### src/hw/tpsp_pkg.sv
package tpsp_pkg;

  // ----------------------------------------------------------------
  // clock and carrier timing
  // ----------------------------------------------------------------
  localparam int CLK_HZ      = 20_000_000;
  localparam int CLK_MHZ     = CLK_HZ / 1_000_000;
  localparam int CARRIER_HZ  = 20_000;
  localparam int CARRIER_CYC = CLK_HZ / CARRIER_HZ;
  localparam int HALF_CYC    = CARRIER_CYC / 2;
  localparam int TRI_W       = 9;
  localparam logic [TRI_W-1:0] TRI_TOP = TRI_W'(HALF_CYC - 1);
  localparam logic [TRI_W-1:0] TRI_BOT = '0;

  // dead interval, a least time, so rounded up
  localparam int DEAD_NS  = 500;
  localparam int DEAD_CYC = (DEAD_NS * CLK_MHZ + 999) / 1000;
  localparam int DEAD_W   = 5;

  // power-up delay default before the relay closes
  localparam int PWRUP_US_DEF = 100_000;

  // ----------------------------------------------------------------
  // sine table and duty scale
  // ----------------------------------------------------------------
  localparam int PTR_W   = 7;
  localparam int STEPS   = 96;
  localparam int THIRD   = 32;
  localparam int QUARTER = 24;
  localparam logic [7:0] MID       = 8'h80;
  localparam logic [7:0] DUTY_FULL = 8'hff;
  localparam logic [7:0] QSIN [0:24] = '{
    8'h00, 8'h08, 8'h11, 8'h19, 8'h21, 8'h29, 8'h31, 8'h38, 8'h40,
    8'h47, 8'h4d, 8'h54, 8'h5a, 8'h60, 8'h65, 8'h6a, 8'h6e, 8'h72,
    8'h75, 8'h78, 8'h7b, 8'h7d, 8'h7e, 8'h7f, 8'h7f};

  // ----------------------------------------------------------------
  // register map, byte addresses
  // ----------------------------------------------------------------
  localparam logic [7:0] ADR_DEPTH    = 8'h00;
  localparam logic [7:0] ADR_STATUS   = 8'h04;
  localparam logic [7:0] ADR_IRQ_STAT = 8'h08;
  localparam logic [7:0] ADR_IRQ_MASK = 8'h0c;
  localparam logic [7:0] ADR_PTR      = 8'h10;
  localparam logic [7:0] DEPTH_RST    = 8'h00;

  // event bits of status and mask
  localparam int EV_RUN  = 0;
  localparam int EV_STOP = 1;
  localparam int EV_DIR  = 2;
  localparam int EV_OVC  = 3;
  localparam int EV_W    = 4;

  // status register bits
  localparam int SB_RUN   = 0;
  localparam int SB_DIR   = 1;
  localparam int SB_RELAY = 2;
  localparam int SB_OVC   = 3;

  // synchronised input index
  localparam int IN_SPD  = 0;
  localparam int IN_RUN  = 1;
  localparam int IN_STOP = 2;
  localparam int IN_DIR  = 3;
  localparam int IN_OVC  = 4;
  localparam int IN_W    = 5;

  typedef enum logic [1:0] {
    S_PWRUP,
    S_IDLE,
    S_RUN,
    S_REV
  } tpsp_state_t;

endpackage

### src/hw/tpsp_duty_if.sv
`timescale 1ns/1ns
interface tpsp_duty_if;
  import tpsp_pkg::*;
  logic [PTR_W-1:0] ptr;
  logic             dir;
  logic [7:0]       depth;
  logic [7:0]       duty [3];

  modport src (input ptr, input dir, input depth, output duty);
  modport snk (output ptr, output dir, output depth, input duty);
endinterface

### src/hw/tpsp_dead.sv
`timescale 1ns/1ns
module tpsp_dead
  import tpsp_pkg::*;
#(
  parameter int DEAD = DEAD_CYC
)(
  input  wire logic mclk_i,
  input  wire logic sys_rst_i,
  input  wire logic en_i,
  input  wire logic raw_i,
  output logic      hi_o,
  output logic      lo_o
);

  logic              cur;
  logic [DEAD_W-1:0] cnt;
  logic              next_cur;
  logic [DEAD_W-1:0] next_cnt;
  logic              next_hi;
  logic              next_lo;

  always_comb
  begin
    next_cur = raw_i;
    next_cnt = cnt;
    next_hi  = 1'b0;
    next_lo  = 1'b0;
    if (!en_i)
      next_cnt = DEAD_W'(DEAD);
    // (RULE5) underlap on every edge
    else if (raw_i != cur)
      next_cnt = DEAD_W'(DEAD);
    // last step releases the gate, so the gap is exactly dead cycles
    else if (cnt > DEAD_W'(1))
      next_cnt = cnt - 1'b1;
    else
    begin
      next_cnt = '0;
      next_hi  = cur;
      next_lo  = !cur;
    end
  end

  always_ff @(posedge mclk_i or posedge sys_rst_i)
  begin
    if (sys_rst_i)
    begin
      cur  <= 1'b0;
      cnt  <= DEAD_W'(DEAD);
      hi_o <= 1'b0;
      lo_o <= 1'b0;
    end
    else
    begin
      cur  <= next_cur;
      cnt  <= next_cnt;
      hi_o <= next_hi;
      lo_o <= next_lo;
    end
  end

endmodule // tpsp_dead

### src/hw/tpsp_sine.sv
`timescale 1ns/1ns
module tpsp_sine
  import tpsp_pkg::*;
(
  tpsp_duty_if.src d
);

  // ----------------------------------------------------------------
  // table lookup and depth scaling
  // ----------------------------------------------------------------
  function automatic logic [7:0] scaled(input logic [PTR_W-1:0] i,
                                        input logic [7:0] dep);
    logic [7:0]  q;
    logic        neg;
    logic [15:0] p;
    q   = '0;
    neg = 1'b0;
    if (int'(i) < QUARTER)
      q = QSIN[int'(i)];
    else if (int'(i) < 2 * QUARTER)
      q = QSIN[2 * QUARTER - int'(i)];
    else if (int'(i) < 3 * QUARTER)
    begin
      q   = QSIN[int'(i) - 2 * QUARTER];
      neg = 1'b1;
    end
    else
    begin
      q   = QSIN[STEPS - int'(i)];
      neg = 1'b1;
    end
    // deviation from half duty grows with depth
    p = 16'(q) * 16'(dep);
    scaled = neg ? MID - p[15:8] : MID + p[15:8];
  endfunction

  genvar k;
  generate
    for (k = 0; k < 3; k++)
    begin : g_ph
      logic [7:0]       sum;
      logic [PTR_W-1:0] idx;
      always_comb
      begin
        // (RULE12) third-period spacing
        // (RULE9) reverse swaps b and c
        sum = 8'(d.ptr) + 8'(THIRD * (d.dir ? (3 - k) % 3 : k));
        idx = (int'(sum) >= STEPS) ? PTR_W'(int'(sum) - STEPS)
                                   : PTR_W'(sum);
        // (RULE2) depth times table
        d.duty[k] = scaled(idx, d.depth);
      end
    end
  endgenerate

endmodule // tpsp_sine

### src/hw/tpsp_top.sv
`timescale 1ns/1ns
// Overview of operation
// (RULE1) new duties every 50 us carrier
// (RULE2) depth number scales sine table values
// (RULE3) each oscillator pulse steps the pointer
// (RULE4) three 8-bit duties, lower takes complement
// (RULE5) dead interval keeps pair never both on
// (RULE6) run, stop, direction, overcurrent raise interrupts
// (RULE7) stop or overcurrent turns all gates off
// (RULE8) run request starts gate pulses
// (RULE9) direction change stops, reverses order, resumes
// (RULE10) power-up delay then relay bypass closes
// (RULE11) lower supply enabled at same delay
// (RULE12) three readings spaced one third period
// (RULE13) pulses centred, double-edged modulation
// (RULE14) no oscillator pulses freeze the pointer
// (RULE15) dead parameter, inputs synchronised first
// (RULE16) duties load only at carrier boundary
module tpsp_top
  import tpsp_pkg::*;
#(
  parameter int PWRUP_US = PWRUP_US_DEF
)(
  input  wire logic        mclk_i,
  input  wire logic        sys_rst_i,
  input  wire logic        wb_cyc_i,
  input  wire logic        wb_stb_i,
  input  wire logic        wb_we_i,
  input  wire logic [7:0]  wb_adr_i,
  input  wire logic [3:0]  wb_sel_i,
  input  wire logic [31:0] wb_dat_i,
  output logic      [31:0] wb_dat_o,
  output logic             wb_ack_o,
  input  wire logic        spd_pulse_i,
  input  wire logic        run_i,
  input  wire logic        stop_i,
  input  wire logic        dir_i,
  input  wire logic        ovc_i,
  output logic      [2:0]  gate_hi_o,
  output logic      [2:0]  gate_lo_o,
  output logic             relay_o,
  output logic             lo_supply_en_o,
  output logic             irq_o
);

  localparam int PWRUP_CYC = PWRUP_US * CLK_MHZ;

  // ----------------------------------------------------------------
  // input synchronisers
  // ----------------------------------------------------------------
  logic [IN_W-1:0] s1;
  logic [IN_W-1:0] s2;
  logic [IN_W-1:0] s3;
  logic [IN_W-1:0] filt;
  logic [IN_W-1:0] filt_d;
  logic [IN_W-1:0] next_filt;
  logic [IN_W-1:0] rise;

  genvar g;
  generate
    for (g = 0; g < IN_W; g++)
    begin : g_sync
      // (RULE15) accept once two stages agree
      assign next_filt[g] = (s2[g] == s3[g]) ? s3[g] : filt[g];
      assign rise[g]      = filt[g] && !filt_d[g];
    end
  endgenerate

  always_ff @(posedge mclk_i or posedge sys_rst_i)
  begin
    if (sys_rst_i)
    begin
      s1     <= '0;
      s2     <= '0;
      s3     <= '0;
      filt   <= '0;
      filt_d <= '0;
    end
    else
    begin
      s1     <= {ovc_i, dir_i, stop_i, run_i, spd_pulse_i};
      s2     <= s1;
      s3     <= s2;
      filt   <= next_filt;
      filt_d <= filt;
    end
  end

  logic dir_chg;
  assign dir_chg = filt[IN_DIR] != filt_d[IN_DIR];

  // ----------------------------------------------------------------
  // duty source
  // ----------------------------------------------------------------
  tpsp_duty_if dif ();
  tpsp_sine u_sine (.d(dif.src));

  // ----------------------------------------------------------------
  // control state
  // ----------------------------------------------------------------
  tpsp_state_t      state;
  tpsp_state_t      next_state;
  logic [31:0]      pwr_cnt;
  logic [31:0]      next_pwr_cnt;
  logic             relay;
  logic             next_relay;
  logic [PTR_W-1:0] ptr;
  logic [PTR_W-1:0] next_ptr;
  logic             dir_q;
  logic             next_dir_q;
  logic [TRI_W-1:0] tri_cnt;
  logic [TRI_W-1:0] next_tri_cnt;
  logic             tri_dn;
  logic             next_tri_dn;
  logic             en_q;
  logic             next_en_q;
  logic [7:0]       duty_q [3];
  logic [7:0]       next_duty_q [3];
  logic [7:0]       depth;
  logic             boundary;
  logic             halt;

  assign boundary  = !tri_dn && (tri_cnt == TRI_TOP);
  // level stop or overcurrent keeps the bridge dark
  assign halt      = filt[IN_STOP] || filt[IN_OVC];
  assign dif.ptr   = ptr;
  assign dif.dir   = dir_q;
  assign dif.depth = depth;

  always_comb
  begin
    next_state   = state;
    next_pwr_cnt = pwr_cnt;
    next_relay   = relay;
    next_ptr     = ptr;
    next_dir_q   = dir_q;
    next_tri_cnt = tri_cnt;
    next_tri_dn  = tri_dn;
    next_en_q    = en_q;
    next_duty_q  = duty_q;

    // (RULE13) up-down carrier, pulses centred
    if (!tri_dn)
    begin
      if (tri_cnt == TRI_TOP)
        next_tri_dn = 1'b1;
      else
        next_tri_cnt = tri_cnt + 1'b1;
    end
    else
    begin
      if (tri_cnt == TRI_BOT)
        next_tri_dn = 1'b0;
      else
        next_tri_cnt = tri_cnt - 1'b1;
    end

    // (RULE3) step per oscillator pulse
    // (RULE14) no pulse, pointer holds
    if (rise[IN_SPD])
      next_ptr = (int'(ptr) == STEPS - 1) ? '0 : ptr + 1'b1;

    // (RULE1) fresh duties each carrier
    // (RULE16) swap only at boundary
    if (boundary)
    begin
      next_duty_q = dif.duty;
      next_en_q   = (state == S_RUN) && !halt;
    end

    case (state)
      S_PWRUP:
      begin
        next_dir_q = filt[IN_DIR];
        // (RULE10) relay after power-up delay
        // (RULE11) lower supply on same delay
        if (pwr_cnt >= 32'(PWRUP_CYC - 1))
        begin
          next_relay = 1'b1;
          next_state = S_IDLE;
        end
        else
          next_pwr_cnt = pwr_cnt + 1'b1;
      end
      S_IDLE:
      begin
        next_en_q  = 1'b0;
        next_dir_q = filt[IN_DIR];
        // (RULE8) run request starts pulses
        if (rise[IN_RUN] && !halt)
          next_state = S_RUN;
      end
      S_RUN:
      begin
        // (RULE7) stop or overcurrent, all off
        if (halt)
        begin
          next_en_q  = 1'b0;
          next_state = S_IDLE;
        end
        // (RULE9) stop first on reversal
        else if (dir_chg)
        begin
          next_en_q  = 1'b0;
          next_state = S_REV;
        end
      end
      S_REV:
      begin
        next_en_q = 1'b0;
        if (halt)
          next_state = S_IDLE;
        // dark for at least one whole carrier
        else if (boundary)
        begin
          next_dir_q = filt[IN_DIR];
          next_state = S_RUN;
        end
      end
      default:
      begin
        next_en_q  = 1'b0;
        next_state = S_IDLE;
      end
    endcase
  end

  always_ff @(posedge mclk_i or posedge sys_rst_i)
  begin
    if (sys_rst_i)
    begin
      state   <= S_PWRUP;
      pwr_cnt <= '0;
      relay   <= 1'b0;
      ptr     <= '0;
      dir_q   <= 1'b0;
      tri_cnt <= '0;
      tri_dn  <= 1'b0;
      en_q    <= 1'b0;
      duty_q  <= '{default: MID};
    end
    else
    begin
      state   <= next_state;
      pwr_cnt <= next_pwr_cnt;
      relay   <= next_relay;
      ptr     <= next_ptr;
      dir_q   <= next_dir_q;
      tri_cnt <= next_tri_cnt;
      tri_dn  <= next_tri_dn;
      en_q    <= next_en_q;
      duty_q  <= next_duty_q;
    end
  end

  // ----------------------------------------------------------------
  // pulse compare and gate pairs
  // ----------------------------------------------------------------
  function automatic logic pwm_on(input logic [TRI_W-1:0] t,
                                  input logic [7:0] dty);
    logic [16:0] a;
    logic [16:0] b;
    a = 17'(t) * 17'(DUTY_FULL);
    b = 17'(dty) * 17'(HALF_CYC);
    pwm_on = a < b;
  endfunction

  logic gates_en;
  assign gates_en = en_q && !halt && (state == S_RUN);

  generate
    for (g = 0; g < 3; g++)
    begin : g_gate
      logic raw;
      // (RULE4) duty 0 none, ff full
      assign raw = pwm_on(tri_cnt, duty_q[g]);
      tpsp_dead u_dead (
        .mclk_i    (mclk_i),
        .sys_rst_i (sys_rst_i),
        .en_i      (gates_en),
        .raw_i     (raw),
        .hi_o      (gate_hi_o[g]),
        .lo_o      (gate_lo_o[g])
      );
    end
  endgenerate

  // ----------------------------------------------------------------
  // wishbone slave and interrupts
  // ----------------------------------------------------------------
  logic [EV_W-1:0] ev;
  logic [EV_W-1:0] stat;
  logic [EV_W-1:0] next_stat;
  logic [EV_W-1:0] mask;
  logic [EV_W-1:0] next_mask;
  logic [7:0]      next_depth;
  logic [31:0]     next_dat;
  logic            next_ack;
  logic            next_irq;
  logic            wr;

  // (RULE6) four input events
  assign ev = {rise[IN_OVC], dir_chg, rise[IN_STOP], rise[IN_RUN]};
  assign wr = wb_cyc_i && wb_stb_i && wb_we_i && wb_ack_o && wb_sel_i[0];

  always_comb
  begin
    next_ack   = wb_cyc_i && wb_stb_i && !wb_ack_o;
    next_dat   = wb_dat_o;
    next_depth = depth;
    next_mask  = mask;
    next_stat  = stat;
    if (wr && wb_adr_i == ADR_DEPTH)
      next_depth = wb_dat_i[7:0];
    if (wr && wb_adr_i == ADR_IRQ_MASK)
      next_mask = wb_dat_i[EV_W-1:0];
    if (wr && wb_adr_i == ADR_IRQ_STAT)
      next_stat = stat & ~wb_dat_i[EV_W-1:0];
    // new event wins over a write-one clear
    next_stat = next_stat | ev;
    if (next_ack)
    begin
      next_dat = '0;
      case (wb_adr_i)
        ADR_DEPTH:    next_dat[7:0] = depth;
        ADR_STATUS:
        begin
          next_dat[SB_RUN]   = state == S_RUN;
          next_dat[SB_DIR]   = dir_q;
          next_dat[SB_RELAY] = relay;
          next_dat[SB_OVC]   = filt[IN_OVC];
        end
        ADR_IRQ_STAT: next_dat[EV_W-1:0] = stat;
        ADR_IRQ_MASK: next_dat[EV_W-1:0] = mask;
        ADR_PTR:      next_dat[PTR_W-1:0] = ptr;
        default:      next_dat = '0;
      endcase
    end
    next_irq = |(next_stat & next_mask);
  end

  always_ff @(posedge mclk_i or posedge sys_rst_i)
  begin
    if (sys_rst_i)
    begin
      wb_ack_o       <= 1'b0;
      wb_dat_o       <= '0;
      depth          <= DEPTH_RST;
      mask           <= '0;
      stat           <= '0;
      irq_o          <= 1'b0;
      relay_o        <= 1'b0;
      lo_supply_en_o <= 1'b0;
    end
    else
    begin
      wb_ack_o       <= next_ack;
      wb_dat_o       <= next_dat;
      depth          <= next_depth;
      mask           <= next_mask;
      stat           <= next_stat;
      irq_o          <= next_irq;
      relay_o        <= next_relay;
      lo_supply_en_o <= next_relay;
    end
  end

endmodule // tpsp_top

### config.mk
export PLATFORM = sky130hd
export DESIGN_NAME = tpsp_top
export DESIGN_NICKNAME = d
export VERILOG_FILES = /design/src/hw/tpsp_pkg.sv /design/src/hw/tpsp_duty_if.sv /design/src/hw/tpsp_dead.sv /design/src/hw/tpsp_sine.sv /design/src/hw/tpsp_top.sv
export SDC_FILE = /design/constraint.sdc
export NUM_CORES = 1
export LEC_CHECK = 0
export BUFFER_PORTS_ARGS = -buffer_cell sky130_fd_sc_hd__buf_2
export CAP_MARGIN = 0
export CORE_MARGIN = 2
export CORE_UTILIZATION = 30
export DETAILED_ROUTE_END_ITERATION = 8
export GPL_TIMING_DRIVEN = 1
export MAX_ROUTING_LAYER = met4
export PLACE_DENSITY_LB_ADDON = 0.08
export SLEW_MARGIN = 20
export SYNTH_ARGS = -nofsm -noshare
export SYNTH_HDL_FRONTEND = slang
export SYNTH_SLANG_ARGS = --single-unit
export TNS_END_PERCENT = 20
### constraint.sdc
create_clock -name mclk_i -period 21.3 [get_ports mclk_i]
set_input_delay 4.26 -clock mclk_i [delete_from_list [all_inputs] [get_ports mclk_i]]
set_output_delay 4.26 -clock mclk_i [all_outputs]
set_load 0.02 [all_outputs]
======== Yosys cells after proc, flatten, opt, wreduce, memory -nomap -nowiden ========
Memory sizes are Yosys's and may differ from the RTL's.
Index checks and enable logic that the tools add are counted.
cells by class
  add/sub/neg operators ................... 27
  multiply operators ...................... 7
  magnitude comparators ................... 31
  equality and inequality tests ........... 26
  mux-type cells .......................... 100
  bitwise logic cells ..................... 17
  reduce and logical (&&, ||, !) cells .... 40
operator list
  cell                                                        count
  >= comparator 32 x 6 -> 1 bit, second input constant        12
  two-way mux 8 bit                                           36
  NOT 32 bit                                                  9
  NOT 7 -> 32 bit                                             3
  less-than comparator 17 bit                                 3
  multiplier 8 x 8 -> 16 bit                                  3
  multiplier 8 x 7 -> 15 bit, second input constant           3
  two-way mux 5 bit                                           9
  two-way mux 1 bit                                           33
  adder 32 x 1 -> 32 bit, second input constant               1
  >= comparator 32 x 21 -> 1 bit, second input constant       1
  two-way mux 7 bit                                           4
  two-way mux 9 bit                                           3
  adder 8 bit, first input constant                           3
  subtractor 6 x 7 -> 8 bit, first input constant             3
  subtractor 7 x 6 -> 8 bit, second input constant            3
  subtractor 7 x 7 -> 8 bit, first input constant             3
  subtractor 8 bit, first input constant                      3
  less-than comparator 7 x 5 -> 1 bit, second input constant  3
  less-than comparator 7 x 6 -> 1 bit, second input constant  3
  less-than comparator 7 bit, second input constant           3
  subtractor 7 bit, second input constant                     3
  case mux 4 bit (5 select lines)                             1
  logical AND 1 bit                                           17
  other kinds (40)                                            83
storage, ports and cells
  register bits ........................... 153
  ROM bits ................................ 3072
  memories ................................ 12
memory list
  memory            words  width  rd ports  clocked after memory_dff  wr ports  RTL line         source
  (name not given)  32     8      1         0                         0         tpsp_sine.sv:19  q = QSIN[int'(i)];
  (name not given)  32     8      1         0                         0         tpsp_sine.sv:21  q = QSIN[2 * QUARTER - int'(i)];
  (name not given)  32     8      1         0                         0         tpsp_sine.sv:24  q = QSIN[int'(i) - 2 * QUARTER];
  (name not given)  32     8      1         0                         0         tpsp_sine.sv:29  q = QSIN[STEPS - int'(i)];
  (name not given)  32     8      1         0                         0         tpsp_sine.sv:19
  (name not given)  32     8      1         0                         0         tpsp_sine.sv:21
  +6 memories       -      -      -         -                         -         -

======== Depth between registers and ports, before layout ========
  depth in word-level cells ............... 15
  depth in mapped cells ................... 36
  depth with buffers taken out ............ 35

======== Modules after synthesis ========
A second synthesis with hierarchy kept.
second synthesis, totals
  cell total of the unflattened synthesis .. 2341
  area, all modules ....................... 21446.8 um2
by module, submodules not included
  module     instances  cells an instance  area each (um2)  seq. area each (um2)
  tpsp_top   1          1226               12249.2          3231.8
  tpsp_sine  1          1022               8060.2           0.0
  tpsp_dead  3          31                 379.1            202.7

======== Least setup slack after synthesis ========
OpenSTA, ideal clock, no wires.
  kind .................................... flip-flop to flip-flop
  from .................................... register dir_q (netlist: dif.dir)
  to ...................................... register duty_q[13] in the netlist's numbering
  data arrival time ....................... 7.570 ns
  path slack .............................. 13.605 ns
  stages on the path, launching flop included .. 30
  path buffers ............................ 1
  period minus slack after synthesis ...... 7.695 ns
  cells stage by stage .................... dfrtp_1 inv_1 ha_1 inv_1 fa_1 inv_1 ha_1 or3b_1 o2111a_1 nor4b_2 clkbuf_1 or3_1 o21ai_0 a222oi_1 mux2i_1 nand2b_1 fa_1 fa_1 inv_1 fa_1 fa_1 ha_1 a21oi_1 o41a_1 a21oi_2 xnor2_1 o311a_1 a21oi_2 xnor2_1 mux2_2
between the ends
  cells in the longest elaborated chain, start to end .. 15
RTL lines
  element                                                                        RTL line                          source
  from (decl)                                                                    tpsp_top.sv:109                   logic dir_q;
  from (signal assigned)                                                         tpsp_top.sv:248                   dir_q <= next_dir_q;
  two-way mux 2 bit (*)                                                          tpsp_sine.sv:47                   sum = 8'(d.ptr) + 8'(THIRD * (d.dir ? (3 - k) % 3 : k));
  adder 7 x 7 -> 8 bit (*)                                                       tpsp_sine.sv:47
  >= comparator 8 x 7 -> 1 bit                                                   tpsp_sine.sv:48                   idx = (int'(sum) >= STEPS) ? PTR_W'(int'(sum) - STEPS)
  two-way mux 7 bit (*)                                                          tpsp_sine.sv:48
  subtractor 7 x 7 -> 8 bit / subtractor 7 x 6 -> 8 bit (equally long branches)  tpsp_sine.sv:29, tpsp_sine.sv:24
  NOT 32 bit (on tied branches)                                                  tpsp_sine.sv:29, tpsp_sine.sv:24
  memory read (32 x 8 bit) (on tied branches)                                    -
  two-way mux 8 bit (on tied branches) (2 in a row)                              tpsp_sine.sv:29, tpsp_sine.sv:24
  two-way mux 8 bit                                                              tpsp_sine.sv:22                   else if (int'(i) < 3 * QUARTER)
  two-way mux 8 bit                                                              tpsp_sine.sv:20                   else if (int'(i) < 2 * QUARTER)
  two-way mux 8 bit                                                              tpsp_sine.sv:18                   if (int'(i) < QUARTER)
  multiplier 8 x 8 -> 16 bit                                                     tpsp_sine.sv:33                   p = 16'(q) * 16'(dep);
  adder 8 bit / subtractor 8 bit (equally long branches)                         tpsp_sine.sv:34                   scaled = neg ? MID - p[15:8] : MID + p[15:8];
  two-way mux 8 bit (*)                                                          tpsp_sine.sv:34
  to (signal assigned)                                                           tpsp_top.sv:252                   duty_q <= next_duty_q;
  to (decl)                                                                      tpsp_top.sv:117                   logic [7:0] duty_q [3];
Mark *: on every way between the ends. The rest lies on a longest branch, timed or not. The select of a mux whose other input is x is not followed.
A chain may end at the register's enable or synchronous reset.

======== Worst setup path in the final report ========
  from .................................... register ptr[0] (netlist: dif.ptr[0])
  to ...................................... register duty_q[6] in the netlist's numbering
between the ends
  cells in the longest elaborated chain, start to end .. 14
RTL lines
  element                                                                        RTL line                          source
  from (decl)                                                                    tpsp_top.sv:107                   logic [PTR_W-1:0] ptr;
  from (signal assigned)                                                         tpsp_top.sv:247                   ptr <= next_ptr;
  adder 7 x 7 -> 8 bit (*)                                                       tpsp_sine.sv:47
  subtractor 7 bit / >= comparator 8 x 7 -> 1 bit (equally long branches)        tpsp_sine.sv:48
  two-way mux 7 bit (*)                                                          tpsp_sine.sv:48
  subtractor 7 x 7 -> 8 bit / subtractor 7 x 6 -> 8 bit (equally long branches)  tpsp_sine.sv:29, tpsp_sine.sv:24
  NOT 32 bit (on tied branches)                                                  tpsp_sine.sv:29, tpsp_sine.sv:24
  memory read (32 x 8 bit) (on tied branches)                                    -
  two-way mux 8 bit (on tied branches) (2 in a row)                              tpsp_sine.sv:29, tpsp_sine.sv:24
  two-way mux 8 bit                                                              tpsp_sine.sv:22
  two-way mux 8 bit                                                              tpsp_sine.sv:20
  two-way mux 8 bit                                                              tpsp_sine.sv:18
  multiplier 8 x 8 -> 16 bit                                                     tpsp_sine.sv:33
  adder 8 bit / subtractor 8 bit (equally long branches)                         tpsp_sine.sv:34
  two-way mux 8 bit (*)                                                          tpsp_sine.sv:34
Marks and branches as above.

==> flow_metrics.tcl <==
set metrics [dict create \
    rsz0062_at_grt "false" \
    die_width_um 267.1 \
    setup_viol 0 \
    die_y_um 267.1 \
    status "finished, final reports clean" \
    slowest_delay_ns 0.77 \
    finalSetupTns_ns 0 \
    max-vdd-ir-drop_uv 52.59 \
    drc 0 \
    vias 15110 \
    synth_cell_types 84 \
    cts_tree "done" \
    synth-async-reset-ratio 1.000 \
    hold_violations 0 \
    hp-class "flop to flop" \
    grt_max_degree 79 \
    fin_skew_ns 0.01307 \
    post_cts_buffers 0 \
    via_per_inst 4.698 \
    io_pins 96 \
    syn_area_per_cell_sq_um 9.174 \
    synth_area_leader_cell "ha_1" \
    drv_cap 0 \
    first_pass_iters 5 \
    synthCells 2263 \
    initial_core_util 0.3027 \
    cts_buffer_depth 2 \
    grt_pass1_vias 15934 \
    postCtsHoldBufs 0 \
    synth_top_area_frac 0.2007 \
    max_clock_freq_mhz 113.8 \
    drive_gt1_frac 0.06611 \
    synth.area.top_cells "ha_1 (20%), fa_1 (18%), dfrtp_1 (17%)" \
    cp_max_fo 16 \
    leakage_nw 11.71 \
    clockRootBuffer "clkbuf_16" \
    crit_family "adder cells" \
    start_kind "flop" \
    drtIter0Drc 697 \
    clock_latency_ns 0.46 \
    synth_edf_count 0 \
    cp.required_ns 21.64 \
    std_cell_rows 96 \
    dieArea_sq_mm 0.07132 \
    crit_type "flop to flop" \
    core_sq_mm 0.06859 \
    ys_seq_elements 153 \
    timing.final.crit_share 0.4125 \
    clk_pin_slew_ns 0.08 \
    whs_ns 0.3552 \
    cts_sinks 153 \
    max_slew_margin 0.3363 \
    power_density_mw_per_mm2 57.73 \
    cts_htree_levels 4 \
    grt_pass1_wl_um 85850 \
    grt_util_all_layers 0.1563 \
    yosys_warnings 0 \
    endpoint_kind "flop" \
    ant_nets 0 \
    ys_top_cells_by_count "ha_1 (333), inv_1 (298), fa_1 (191)" \
    maxSlewViolCount 0 \
    cts_inserted_buffers 17 \
    synthFlopType "dfrtp_1" \
    critPathBufInv 4 \
    layout.nets 2849 \
    overflow 0 \
    area_delta_synth_final_pct 8.739 \
    place_hpwl_um 40680 \
    wl_per_cell_um 16.00 \
    cts-resized-gates 0 \
    synthesis.area_sq_mm 0.02076 \
    tightest_slew_ns 0.9919 \
    fin_crit_ns 8.787 \
    antenna_found_initial 2 \
    globalplace.congestion 0.8528 \
    yosysMostFrequentCell "ha_1" \
    portBuffers 44 \
    ys_seq_area_frac 0.1850 \
    finalWirelength_um 51460 \
    cpMaxStageDelayCell "a21oi_1" \
    cp.arrival_ns 9.13 \
]
==> stage by stage <==
stage                     total power [mW]  setup WS (ns)  instances  instance area [sq um]    util
after floorplan                     0.7284          12.93       2286                  20850       -
after global placement              0.9648          12.50       3182                  21900  0.3193
after detailed placement            0.9684          12.51       3182                  21900  0.3193
after CTS                            1.313          12.46       3214                  22540  0.3287
after global routing                 1.394          11.82       3216                  22580  0.3292
final                                1.303          12.51       3216                  22580  0.3292
==> final cells by class <==
type | instances | area [sq um]
Antenna cell | 1 | 2.502
Clock buffer | 17 | 425.4
Clock inverter | 15 | 217.7
Fill cell | 7144 | 46010
Inverter | 300 | 1131
Multi-Input combinational cell | 1733 | 15390
Sequential cell | 153 | 3842
Tap cell | 931 | 1165
Timing Repair Buffer | 66 | 405.4
==> routing by layer <==
metal	share of wire	routed length (um)	track usage
met2	0.46	23690	0.2480
met1	0.50	25690	0.2132
met3	0.026	1344	0.01866
met4	0.014	738	0.03614
met5	0	0	-
==> path summary, 6_finish.rpt <==
path,startpoint,to,slack (ns),cells past startpoint
max,dif.ptr[0]$_DFFE_PP0P_,duty_q[6]$_DFFE_PP0P_,12.51,31
max in group asynchronous,sys_rst_i,depth[4]$_DFFE_PP0P_,16.22,4
min,s1[2]$_DFF_PP0_,s2[2]$_DFF_PP0_,0.36,0
min in group asynchronous,sys_rst_i,pwr_cnt[15]$_DFFE_PP0P_,3.95,2
min reg2reg,s1[2]$_DFF_PP0_,s2[2]$_DFF_PP0_,0.36,0
max reg2reg,dif.ptr[0]$_DFFE_PP0P_,duty_q[6]$_DFFE_PP0P_,12.51,31
==> power breakdown <==
part	internal (mW)	leakage, nW	switching, mW
Sequential	0.300	1.97	0.0219
Combinational	0.185	9.43	0.462
Clock	0.173	0.311	0.162
Total	0.658	11.7	0.645
==> state kept, by name, indices dropped and copies added, names as in the netlist, 3 cells and up <==
register            count
pwr_cnt                32
duty_q                 24
g_gate.u_dead.cnt      15
tri_cnt                 9
depth                   8
wb_dat_o                8
dif.ptr                 7
filt                    5
filt_d                  5
s1                      5
s2                      5
s3                      5
mask                    4
stat                    4
g_gate.u_dead.cur       3
g_gate.u_dead.hi_o      3
g_gate.u_dead.lo_o      3
==> cell usage in the layout (no fill, tap or decap), types with 32 or more instances in the layout <==
| cell type | Yosys | final |
|---|---|---|
| fa_1 | 191 | 191 |
| and2_1 | 88 | 88 |
| nand3_1 | 32 | 32 |
| nor2b_1 | 37 | 37 |
| inv_1 | 298 | 297 |
| buf_2 | 6 | 44 |
| xnor2_1 | 84 | 84 |
| o21ai_0 | 105 | 105 |
| nand2_1 | 181 | 181 |
| nor2_1 | 96 | 96 |
| ha_1 | 333 | 333 |
| xor2_1 | 43 | 43 |
| a21o_1 | 51 | 51 |
| a21oi_1 | 118 | 118 |
| dfrtp_1 | 144 | 142 |
==> logic make-up (layout without fill, tap and decap cells) <==
kind of cell | Yosys count | after routing | synth area share
AOI/OAI and AO/OA | 428 | 428 | 0.1325
xor gates and xnor gates | 127 | 127 | 0.05358
adders and majority gates | 529 | 529 | 0.3873
buffers and inverters | 400 | 398 | 0.07829
DFF | 153 | 153 | 0.1850
muxes | 35 | 35 | 0.01856
other | 1 | 25 | 0.0001806
and+or+nand+nor | 590 | 590 | 0.1447
No activity file was read; power rests on OpenSTA's default activity.
